`src/core/its_regs.vh`:
```
// Constants for the interval timer signal unit: command codes, time base and limits.
// Assumes a 20 MHz system clock; all counts are derived from the figures below.
`ifndef ITS_REGS_VH
`define ITS_REGS_VH

// Command words carried in the first field of the command parameter block.
`define ITS_CMD_ONE_SHOT    32'h00001000
`define ITS_CMD_PERIODIC    32'h00001001
`define ITS_CMD_FREE_RUN    32'h00001002
`define ITS_CMD_HALT        32'h00001003
`define ITS_CMD_CLEAR_HALT  32'h00001004
`define ITS_CMD_STATUS      32'h0000001C

// Time base.
`define ITS_CLK_PERIOD_NS   50
`define ITS_UNIT_US         100
`define ITS_UNIT_CYC        ((`ITS_UNIT_US * 1000) / `ITS_CLK_PERIOD_NS)

// Period limits in timer units (least time rounds up).
`define ITS_MIN_PERIOD_US   500
`define ITS_MIN_PERIOD      ((`ITS_MIN_PERIOD_US + `ITS_UNIT_US - 1) / `ITS_UNIT_US)
`define ITS_MAX_16          32'h0000FFFF
`define ITS_MAX_32          32'hFFFFFFFF

// Timer population: the first ones are 16-bit, the rest 32-bit.
`define ITS_NUM_TIMERS      6
`define ITS_NUM_16          4

// Mode state encodings, one-hot.
`define ITS_ST_HALT         4'h1
`define ITS_ST_FREE         4'h2
`define ITS_ST_ONE          4'h4
`define ITS_ST_CYC          4'h8

`endif

```
`src/core/its_timer.v`:
```
// One interval timer channel counting in 100 us units.
// Assumes a one-cycle unit tick from the parent and one command strobe at a time.
`include "its_regs.vh"

module its_timer #(
  parameter [31:0] MAX_COUNT = `ITS_MAX_16
) (
  // Clock and reset
  input  wire        clk_sys,
  input  wire        rst,
  input  wire        ce,
  // Time base
  input  wire        unit_tick,
  // Command
  input  wire        cmd_we,
  input  wire [31:0] cmd_code,
  input  wire [31:0] cmd_sig,
  input  wire [31:0] cmd_period,
  output wire        cmd_bad,
  // Signal delivery
  input  wire        fire_ack,
  output reg         fire_r,
  output reg  [31:0] fire_code_r,
  // State
  output reg  [31:0] value_r,
  output reg  [3:0]  mode_r,
  output reg  [31:0] sig_r,
  output reg  [31:0] period_r
);

  localparam ST_HALT = `ITS_ST_HALT;
  localparam ST_FREE = `ITS_ST_FREE;
  localparam ST_ONE  = `ITS_ST_ONE;
  localparam ST_CYC  = `ITS_ST_CYC;
  localparam [31:0] MIN_PERIOD = `ITS_MIN_PERIOD;

  wire        is_sig  = (cmd_code == `ITS_CMD_ONE_SHOT) || (cmd_code == `ITS_CMD_PERIODIC);
  wire        known   = is_sig || (cmd_code == `ITS_CMD_FREE_RUN) || (cmd_code == `ITS_CMD_HALT) ||
                        (cmd_code == `ITS_CMD_CLEAR_HALT);
  wire [31:0] value_inc = value_r + 32'h00000001;
  wire        elapsed   = (value_inc == period_r);

  // A period out of range is refused and leaves the timer untouched.
  assign cmd_bad = !known || (is_sig && ((cmd_period < MIN_PERIOD) || (cmd_period > MAX_COUNT)));

  always @(posedge clk_sys) begin
    if (rst) begin
      value_r     <= 32'h00000000;
      mode_r      <= ST_HALT;
      sig_r       <= 32'h00000000;
      period_r    <= 32'h00000000;
      fire_r      <= 1'b0;
      fire_code_r <= 32'h00000000;
    end else if (ce) begin
      // The acknowledge is placed first so that a new expiry in the same cycle wins.
      if (fire_ack) begin
        fire_r <= 1'b0;
      end
      if (cmd_we && !cmd_bad) begin
        case (cmd_code)
          `ITS_CMD_ONE_SHOT, `ITS_CMD_PERIODIC: begin
            value_r  <= 32'h00000000;
            period_r <= cmd_period;
            sig_r    <= cmd_sig;
            fire_r   <= 1'b0;
            if (cmd_sig == 32'h00000000) begin
              mode_r <= ST_FREE;
            end else if (cmd_code == `ITS_CMD_ONE_SHOT) begin
              mode_r <= ST_ONE;
            end else begin
              mode_r <= ST_CYC;
            end
          end
          `ITS_CMD_FREE_RUN: begin
            mode_r   <= ST_FREE;
            sig_r    <= 32'h00000000;
            period_r <= 32'h00000000;
            fire_r   <= 1'b0;
          end
          `ITS_CMD_HALT: begin
            mode_r   <= ST_HALT;
            sig_r    <= 32'h00000000;
            period_r <= 32'h00000000;
            fire_r   <= 1'b0;
          end
          default: begin
            mode_r   <= ST_HALT;
            value_r  <= 32'h00000000;
            sig_r    <= 32'h00000000;
            period_r <= 32'h00000000;
            fire_r   <= 1'b0;
          end
        endcase
      end else if (unit_tick) begin
        case (mode_r)
          ST_FREE: begin
            value_r <= (value_r == MAX_COUNT) ? 32'h00000000 : value_inc;
          end
          ST_ONE: begin
            value_r <= value_inc;
            if (elapsed) begin
              fire_r      <= 1'b1;
              fire_code_r <= sig_r;
              mode_r      <= ST_FREE;
              sig_r       <= 32'h00000000;
              period_r    <= 32'h00000000;
            end
          end
          ST_CYC: begin
            if (elapsed) begin
              value_r     <= 32'h00000000;
              fire_r      <= 1'b1;
              fire_code_r <= sig_r;
            end else begin
              value_r <= value_inc;
            end
          end
          default: begin
            value_r <= value_r;
          end
        endcase
      end
    end
  end

endmodule

```
`src/core/its_top.v`:
```
// Interval timer signal unit: six interval timers, a command port and the mains-derived system tick.
// Assumes all inputs are synchronous to clk_sys and that commands are not offered while busy.
`include "its_regs.vh"

module its_top (
  // Clock, reset, enable
  input  wire        clk_sys,
  input  wire        rst,
  input  wire        ce,
  // Mains line sync
  input  wire        mains_sync_input,
  output reg         os_tick_r,
  // Command parameter block
  input  wire        cmd_valid,
  input  wire [2:0]  cmd_sel,
  input  wire [31:0] cmd_code,
  input  wire [31:0] cmd_param1,
  input  wire [31:0] cmd_param2,
  output reg         cmd_ack_r,
  output reg         cmd_err_r,
  output reg         cmd_busy_r,
  // Status words
  output reg         stat_valid_r,
  output reg  [1:0]  stat_idx_r,
  output reg  [31:0] stat_word_r,
  // Delivered signals
  output reg         sig_valid_r,
  output reg  [2:0]  sig_timer_r,
  output reg  [31:0] sig_code_r
);

  localparam NT = `ITS_NUM_TIMERS;
  localparam integer PRE_LAST_I = `ITS_UNIT_CYC - 1;
  localparam [10:0]  PRE_LAST   = PRE_LAST_I[10:0];

  reg         sync_prev_r;
  reg  [10:0] pre_r;
  reg         unit_tick_r;
  reg  [127:0] snap_r;
  reg  [1:0]  emit_cnt_r;

  wire [NT*32-1:0] value_w;
  wire [NT*32-1:0] sig_w;
  wire [NT*32-1:0] period_w;
  wire [NT*32-1:0] fcode_w;
  wire [NT*4-1:0]  mode_w;
  wire [NT-1:0]    fire_w;
  wire [NT-1:0]    bad_w;
  wire [NT-1:0]    ack_w;
  wire [NT-1:0]    we_w;

  // A command offered while busy gets no answer at all; the sender must wait for cmd_busy_r low.
  wire accept    = cmd_valid && !cmd_busy_r;
  wire sel_ok    = (cmd_sel < NT);
  wire is_status = (cmd_code == `ITS_CMD_STATUS);

  // Lowest-numbered expired timer is served first; others wait one cycle each.
  reg  [2:0] srv_sel;
  integer    k;
  always @* begin
    srv_sel = 3'h0;
    for (k = NT - 1; k >= 0; k = k - 1) begin
      if (fire_w[k]) begin
        srv_sel = k[2:0];
      end
    end
  end

  genvar i;
  generate
    for (i = 0; i < NT; i = i + 1) begin : g_tmr
      assign we_w[i]  = accept && sel_ok && !is_status && (cmd_sel == i);
      assign ack_w[i] = fire_w[i] && (srv_sel == i);
      its_timer #(
        .MAX_COUNT (i < `ITS_NUM_16 ? `ITS_MAX_16 : `ITS_MAX_32)
      ) u_tmr (
        .clk_sys     (clk_sys),
        .rst         (rst),
        .ce          (ce),
        .unit_tick   (unit_tick_r),
        .cmd_we      (we_w[i]),
        .cmd_code    (cmd_code),
        .cmd_sig     (cmd_param1),
        .cmd_period  (cmd_param2),
        .cmd_bad     (bad_w[i]),
        .fire_ack    (ack_w[i]),
        .fire_r      (fire_w[i]),
        .fire_code_r (fcode_w[i*32 +: 32]),
        .value_r     (value_w[i*32 +: 32]),
        .mode_r      (mode_w[i*4 +: 4]),
        .sig_r       (sig_w[i*32 +: 32]),
        .period_r    (period_w[i*32 +: 32])
      );
    end
  endgenerate

  // Status fields of the selected timer.
  wire [3:0]  q_mode   = mode_w[cmd_sel*4 +: 4];
  wire        q_sigmod = (q_mode == `ITS_ST_ONE) || (q_mode == `ITS_ST_CYC);
  reg  [31:0] q_code;
  wire [31:0] q_sig    = q_sigmod ? sig_w[cmd_sel*32 +: 32]    : 32'h00000000;
  wire [31:0] q_period = q_sigmod ? period_w[cmd_sel*32 +: 32] : 32'h00000000;

  // The mode word reuses the command word named for that mode, whatever command put the timer there; halt covers any other state.
  always @* begin
    case (q_mode)
      `ITS_ST_ONE: begin
        q_code = `ITS_CMD_ONE_SHOT;
      end
      `ITS_ST_CYC: begin
        q_code = `ITS_CMD_PERIODIC;
      end
      `ITS_ST_FREE: begin
        q_code = `ITS_CMD_FREE_RUN;
      end
      default: begin
        q_code = `ITS_CMD_HALT;
      end
    endcase
  end

  // Mains edge detector.
  always @(posedge clk_sys) begin
    if (rst) begin
      sync_prev_r <= 1'b0;
      os_tick_r   <= 1'b0;
    end else if (ce) begin
      // Both edges of the mains sync give 120 ticks per second from 60 Hz.
      sync_prev_r <= mains_sync_input;
      os_tick_r   <= mains_sync_input ^ sync_prev_r;
    end
  end

  // Unit prescaler runs free from reset, so the first unit after a command may be short.
  always @(posedge clk_sys) begin
    if (rst) begin
      pre_r       <= 11'h000;
      unit_tick_r <= 1'b0;
    end else if (ce) begin
      if (pre_r == PRE_LAST) begin
        pre_r       <= 11'h000;
        unit_tick_r <= 1'b1;
      end else begin
        pre_r       <= pre_r + 11'h001;
        unit_tick_r <= 1'b0;
      end
    end
  end

  // Command answer.
  always @(posedge clk_sys) begin
    if (rst) begin
      cmd_ack_r <= 1'b0;
      cmd_err_r <= 1'b0;
    end else if (ce) begin
      cmd_ack_r <= accept;
      cmd_err_r <= accept && (!sel_ok || (!is_status && bad_w[cmd_sel]));
    end
  end

  // Signal delivery.
  always @(posedge clk_sys) begin
    if (rst) begin
      sig_valid_r <= 1'b0;
      sig_timer_r <= 3'h0;
      sig_code_r  <= 32'h00000000;
    end else if (ce) begin
      sig_valid_r <= |fire_w;
      if (|fire_w) begin
        sig_timer_r <= srv_sel;
        sig_code_r  <= fcode_w[srv_sel*32 +: 32];
      end
    end
  end

  // Status words leave in fixed order, one per cycle, while new commands are held off.
  always @(posedge clk_sys) begin
    if (rst) begin
      cmd_busy_r   <= 1'b0;
      snap_r       <= 128'h0;
      emit_cnt_r   <= 2'h0;
      stat_valid_r <= 1'b0;
      stat_idx_r   <= 2'h0;
      stat_word_r  <= 32'h00000000;
    end else if (ce) begin
      if (accept && is_status && sel_ok) begin
        // A query taken right after the last word must not leave that word marked valid.
        cmd_busy_r   <= 1'b1;
        snap_r       <= {value_w[cmd_sel*32 +: 32], q_code, q_sig, q_period};
        emit_cnt_r   <= 2'h0;
        stat_valid_r <= 1'b0;
      end else if (cmd_busy_r) begin
        stat_valid_r <= 1'b1;
        stat_idx_r   <= emit_cnt_r;
        stat_word_r  <= snap_r[127:96];
        snap_r       <= {snap_r[95:0], 32'h00000000};
        emit_cnt_r   <= emit_cnt_r + 2'h1;
        if (emit_cnt_r == 2'h3) begin
          cmd_busy_r <= 1'b0;
        end
      end else begin
        stat_valid_r <= 1'b0;
      end
    end
  end

endmodule

```
`config.mk`:
```
export PLATFORM = sky130hd
export DESIGN_NAME = its_top
export DESIGN_NICKNAME = d
export VERILOG_FILES = /design/src/core/its_timer.v /design/src/core/its_top.v
export VERILOG_INCLUDE_DIRS = /design/src /design/src/core
export SDC_FILE = /design/constraint.sdc
export NUM_CORES = 2
export LEC_CHECK = 0
export CAP_MARGIN = 20
export CELL_PAD_IN_SITES_DETAIL_PLACEMENT = 1
export CELL_PAD_IN_SITES_GLOBAL_PLACEMENT = 1
export CORE_ASPECT_RATIO = 1.4
export CORE_MARGIN = 10
export CORE_UTILIZATION = 35
export DETAILED_ROUTE_END_ITERATION = 8
export DONT_BUFFER_PORTS = 1
export PLACE_DENSITY_LB_ADDON = 0.1
export SLEW_MARGIN = 20
export SYNTH_ARGS = -nofsm -noshare
export SYNTH_HDL_FRONTEND = slang
export SYNTH_SLANG_ARGS = --single-unit
```
`constraint.sdc`:
```
create_clock -name clk_sys -period 12.36 [get_ports clk_sys]
set_clock_uncertainty 0.15 [all_clocks]
set_input_delay 1.854 -clock clk_sys [delete_from_list [all_inputs] [get_ports clk_sys]]
set_output_delay 1.854 -clock clk_sys [all_outputs]
set_load 0.05 [all_outputs]
```
== Word-level counts from Yosys, hierarchy flattened ==
Cells that the tools add are included.

* Bits in read-only memories: 0
* Memories: 0
* Bits in latches: 0
* Logic and storage cells: 377
* Memory bits (writable): 0
* Bits in registers: 1016

* Reduce and logical (&&, ||, !) cells: 101
* Shift-type cells: 5
* Mux-type cells: 142
* Multiply operators: 0
* Bitwise logic cells: 8
* Order comparisons: 5
* $add $sub $neg: 8
* Div/mod/pow operators: 0
* Equal/unequal tests: 57

{| class="wikitable"
|+ Operator list
! operator !! number
|-
| $mux 32 || 59
|-
| $shiftx 192x9->32 || 4
|-
| $pmux 32 s3 || 6
|-
| $mux 128 || 2
|-
| $add 32x1->32 const B || 6
|-
| $eq 32x32->1 || 6
|-
| $eq 32x13->1 const B || 5
|-
| $eq 32x16->1 const B || 4
|-
| $mux 4 || 26
|-
| $eq 32x32->1 const B || 2
|-
| $reduce_and 4->1 || 12
|-
| $reduce_bool 2->1 || 19
|-
| $mux 1 || 37
|-
| $eq 32x5->1 const B || 1
|-
| $gt 32x16->1 const B || 1
|-
| $gt 32x32->1 const B || 1
|-
| $logic_not 32->1 || 1
|-
| $lt 32x3->1 const B || 1
|-
| $reduce_and 5->1 || 6
|-
| $eq 4x2->1 const B || 7
|-
| $eq 4x3->1 const B || 7
|-
| $eq 4x4->1 const B || 7
|-
| $logic_and 1x1->1 || 27
|-
| $reduce_bool 4->1 || 6
|-
| 26 further kinds || 73
|}

== Longest topological paths before layout ==
* Depth in word-level cells: 13
* Mapped depth: 13
* Mapped depth without buffers: 10

== Hierarchy ==
A second synthesis with hierarchy kept.

* Cells, all modules: 6019
* Area, all modules: 54544.8 µm²

{| class="wikitable"
|+ By module, submodules not included
! module !! sequential area each (µm²) !! times used !! area an instance (µm²) !! cells an instance
|-
| its_timer at g_tmr[0].u_tmr ... || 2662.6 || 4 || 6417.4 || 710
|-
| its_top || 4364.2 || 1 || 15579.9 || 1719
|-
| its_timer at g_tmr[4].u_tmr ... || 2662.6 || 2 || 6647.6 || 730
|}

== Worst setup path after synthesis ==
No wires, ideal clock.

* Path kind: input to register
* Start point: input port cmd_code[10]
* End point: register g_tmr[0].u_tmr.value_r[12]
* Required time: 12.136 ns
* Setup time: 0.074 ns
* Arrival: 4.825 ns
* Setup slack: 7.310 ns
* Stages: 11
* Cell sequence: nor4_1 -> nand4_1 -> or3_1 -> clkbuf_1 -> a211o_1 -> nor3_1 -> mux2i_1 -> clkbuf_1 -> clkbuf_1 -> nand2_1 -> a31oi_1

* Word-level cells in the longest chain between the ends: 11
* Elaborated cells on any way between the ends: 24

{| class="wikitable"
|+ RTL lines
! item !! line !! text
|-
| from (decl) || its_top.v:16 || <nowiki>input wire [31:0] cmd_code,</nowiki>
|-
| $eq 32x13->1 (no source line) || -- ||
|-
| $logic_or 1x1->1 || its_timer.v:37 || <nowiki>wire is_sig = (cmd_code == `ITS_CMD_ONE_SHOT) || (cmd_code == `ITS_CMD_PERIODIC);</nowiki>
|-
| $logic_or 1x1->1 (3 in series) || its_timer.v:38 || <nowiki>wire known = is_sig || (cmd_code == `ITS_CMD_FREE_RUN) || (cmd_code == `ITS_CMD_HALT) ||</nowiki>
|-
| $logic_not 1->1 || its_timer.v:44 || <nowiki>assign cmd_bad = !known || (is_sig && ((cmd_period < MIN_PERIOD) || (cmd_period > MAX_COUNT)));</nowiki>
|-
| $logic_or 1x1->1 || its_timer.v:44 ||
|-
| $logic_not 1->1 || its_timer.v:59 || <nowiki>if (cmd_we && !cmd_bad) begin</nowiki>
|-
| $logic_and 1x1->1 || its_timer.v:59 ||
|-
| $reduce_bool 4->1 (no source line) (tied with other cells) || -- ||
|-
| $reduce_and 4->1 (no source line) || -- ||
|-
| to (signal assigned) || its_timer.v:97 || <nowiki>value_r <= (value_r == MAX_COUNT) ? 32'h00000000 : value_inc;</nowiki>
|-
| to (signal assigned) || its_timer.v:100 || <nowiki>value_r <= value_inc;</nowiki>
|-
| to (signal assigned) || its_timer.v:115 || <nowiki>value_r <= value_inc;</nowiki>
|-
| to (decl) || its_timer.v:25 || <nowiki>output reg [31:0] value_r,</nowiki>
|}

Parallel ways exist; a longest one is shown, timed or not.
A chain may end at the register's enable or synchronous reset.

== Worst setup path in the final report ==
* Start point: register g_tmr[3].u_tmr.value_r[0]
* End point: register g_tmr[3].u_tmr.value_r[31]

* Word-level cells in the longest chain between the ends: 6
* Elaborated cells on any way between the ends: 8

{| class="wikitable"
|+ RTL lines
! item !! line !! text
|-
| from (decl) || its_timer.v:25 ||
|-
| from (signal assigned) || its_timer.v:97 ||
|-
| from (signal assigned) || its_timer.v:100 ||
|-
| from (signal assigned) || its_timer.v:115 ||
|-
| $add 32x1->32 || its_timer.v:40 || <nowiki>wire [31:0] value_inc = value_r + 32'h00000001;</nowiki>
|-
| $eq 32x32->1 || its_timer.v:41 || <nowiki>wire elapsed = (value_inc == period_r);</nowiki>
|-
| $mux 32 || its_timer.v:110 || <nowiki>if (elapsed) begin</nowiki>
|-
| $pmux 32 s3 (*) || its_timer.v:95 || <nowiki>case (mode_r)</nowiki>
|-
| $mux 32 (*) || its_timer.v:94 || <nowiki>end else if (unit_tick) begin</nowiki>
|-
| $mux 32 (*) || its_timer.v:59 ||
|}

Every way passes the cells marked *; elsewhere a longest branch is shown, timed or not. The select of a mux whose other input is x is not followed.

==> flow_metrics.py <==
metrics = {
    "worst_setup_path": {
        "cp.arrival_ns": 6.34,
        "cp_cell_sequence": "ha_1, nand3_1, nor4_1, nand4_1, xnor2_1, o2111ai_1, nor4bb_1, buf_4, nand3_1, nand3_1, o311ai_0",
        "cp.required_ns": 12.81,
        "critPathMaxFanout": 16,
        "critPathBufInv": 1,
        "startpoint_type": "flip-flop",
        "cp-end-kind": "flip-flop",
        "slowest_stage": "nand3_1",
        "crit_type": "flip-flop to flip-flop",
        "crit_path_max_incr_delay_ns": 1.00,
        "crit_family": "simple AND/OR/NAND/NOR gates",
        "cpMostUsedCell": "nand3_1",
    },
    "clock_tree": {
        "cts_tree": "built",
        "clkTransAtPathRegs_ns": 0.06,
        "clk_latency_ns": 0.78,
        "root_buffer": "clkbuf_16",
        "cts-resized-gates": 0,
        "cts_num_sinks": 1016,
        "cts_made_buffers": 110,
        "clockBufferDepth": 3,
        "hold_buffers": 0,
        "postCtsSetupBuffers": 0,
        "htreeDepth": 3,
    },
    "synthesis": {
        "yosys.area.top_type": "dfxtp_1",
        "yosys_register_bits": 1016,
        "ys_top_cells_by_count": "1016 x dfxtp_1, 681 x nand2_1, 487 x nor2_1",
        "yosysSeqAreaShare_pct": 38.5,
        "synth_area_um2": 52800,
        "netlist.area_leader.share_pct": 38.5,
        "syn-num-nets": 6307,
        "yosysWarnings": 0,
        "yosysMostFrequentCell": "dfxtp_1",
        "syn-instance-count": 6195,
        "synth_flop_cell": "dfxtp_1",
        "netlist_top_cells_area": "dfxtp_1 39%, mux2i_1 6.3%, nand2_1 4.8%, mux4_2 4.2%, nor2_1 3.5%",
        "async_flop_share_pct": 0,
        "postSynthAreaPerCell_um2": 8.53,
        "synthDistinctLibCells": 103,
        "synth_edf_count": 0,
    },
    "timing": {
        "hold_viol": 0,
        "finalSetupTns_ns": 0,
        "rsz0062_at_grt": "false",
        "relSlewSlack_pct": -64.4,
        "slew_violations": 336,
        "min_period_ns": 5.89,
        "period_share_pct": 47.7,
        "worst_pin_slew_ns": 2.47,
        "setup_viol": 0,
        "max_freq_ghz": 0.170,
    },
    "placement": {
        "place_hpwl_um": 174000,
        "gp_congestion": 0.943,
        "portBuffers": 0,
        "placed_area_um2": 53800,
    },
    "final_layout": {
        "fin_area_um2": 57500,
        "area_delta_synth_final_pct": 8.87,
        "final_layout_size_suffix_gt1_share_pct": 8.00,
        "layout.nets": 5914,
    },
    "floorplan": {
        "ioPinCount": 179,
        "die_y_um": 480,
        "core-area_um2": 150000,
        "fp.dieArea_um2": 167000,
        "start_util_pct": 35.2,
        "rows": 168,
        "chipWidth_um": 348,
    },
    "global_route": {
        "grt-ovfl-total": 0,
        "grt_first_pass_wirelength_um": 359000,
        "grt_pass1_vias": 49000,
        "track_usage_pct": 28.8,
        "antenna_found_initial": 12,
        "grt_max_degree": 580,
    },
    "job": {
        "maxCapViolations": 0,
    },
    "pwr": {
        "power_density_nw_per_um2": 119,
        "peakVddDrop_mv": 0.132,
        "leakage_nw": 18.8,
    },
    "drt": {
        "firstDrtPassIters": 5,
        "via_per_inst": 6.28,
        "antenna_left": 0,
        "wl_um": 249000,
        "via_count": 49300,
        "drt_iter0_drc": 4676,
        "drc": 0,
        "wl_per_cell_um": 31.7,
    },
    "outcome": {
        "outcome": "finished, violations left",
        "violations": "slew limit",
    },
    "hold_path": {
        "worstHoldPathType": "flip-flop to flip-flop",
    },
}
## final timing paths
check | startpoint | to | slack, ns | cells after the start
setup reg to reg | g_tmr[3].u_tmr.value_r[0] | g_tmr[3].u_tmr.value_r[31] | 6.47 | 11
hold / removal | snap_r[112] | stat_word_r[16] | 0.29 | 2
hold reg to reg | snap_r[112] | stat_word_r[16] | 0.29 | 2
setup / recovery | g_tmr[3].u_tmr.value_r[0] | g_tmr[3].u_tmr.value_r[31] | 6.47 | 11
## layout make-up
class	count	area, um^2
diodes	5	12.5
clock buffers	162	3200
flip-flops and latches	1016	20300
inverters	40	154
clock inverters	39	464
fillers	17400	92400
well taps	1955	2450
repair buffers	95	733
multi-input cells	4539	30200
## flip-flops by register name, summed over array words and instances (netlist names), 11 cells and up
name,flops
g_tmr.u_tmr.fire_code_r,192
g_tmr.u_tmr.period_r,192
g_tmr.u_tmr.sig_r,192
g_tmr.u_tmr.value_r,192
snap_r,128
sig_code_r,32
stat_word_r,32
g_tmr.u_tmr.mode_r,24
pre_r,11
## per-stage QoR
stage          util (%)  cells  setup WS [ns]  power [mW]  hold slack (ns)
3_3_place_gp       35.9   7644           6.20        3.47            0.285
2_1_floorplan         -   6195           7.31        3.48            0.282
4_1_cts            38.4   7846           6.63        6.92            0.298
5_1_grt            38.4   7847           6.23        7.05            0.325
3_5_place_dp       35.9   7645           6.06        3.47            0.297
6_report           38.4   7851           6.47        6.86            0.292
## layer usage
metal  GRT usage [%]  up-vias  part of all wire [%]
met2            47.7     1658                    47
met5               0        -                     0
met3            5.35      441                   6.6
li1                -    21900                     -
met4            16.5        0                   6.4
met1            34.7    25300                    40
## logic make-up (layout without fill, tap and decap cells)
logic type      count (synthesis)  count (layout)  share of synthesized area [%]
mux                           437             437                           10.7
other cells                     0               5                              0
fa+ha+maj                       8               8                          0.189
flops                        1016            1016                           38.5
compound gates               1364            1364                           17.6
simple gates                 2423            2423                           23.0
buf+inv                       640             336                           4.98
xor+xnor                      307             307                           5.12
## worst reg2reg max path, cell delays in order, from the launching register on
cell	delay [ns]
dfxtp_1	0.56
ha_1	0.37
nand3_1	0.31
nor4_1	0.88
nand4_1	0.34
xnor2_1	0.38
o2111ai_1	0.20
nor4bb_1	0.43
buf_4	0.24
nand3_1	0.65
nand3_1	1.00
o311ai_0	0.24
## placed cells by master, fill, tap and decap left out, types with 36 or more instances in the layout
cell type,instances
o211ai_1,88
and3_1,69
nor2_1,482
o2bb2ai_1,52
inv_1,38
nand3_1,357
nand4_1,128
dfxtp_1,1016
nor4_1,137
xnor2_1,196
mux2i_1,328
a211oi_1,43
clkbuf_16,111
buf_4,94
xor2_1,110
a22oi_1,57
a22o_1,165
nand3b_1,88
nor3_1,122
or4_1,36
o21ai_0,283
a31oi_1,88
nand2_1,676
mux4_2,99
o31ai_1,67
or3_1,39
a21oi_1,279
and2_1,87
## power breakdown
group          internal (mW)  switching (mW)  leakage (nW)
clock network           1.94            1.51          1.79
logic                 0.0430          0.0769          8.87
registers               3.28         0.00723          8.18
total                   5.26            1.60          18.8
Power figures use the tool's default switching activity.
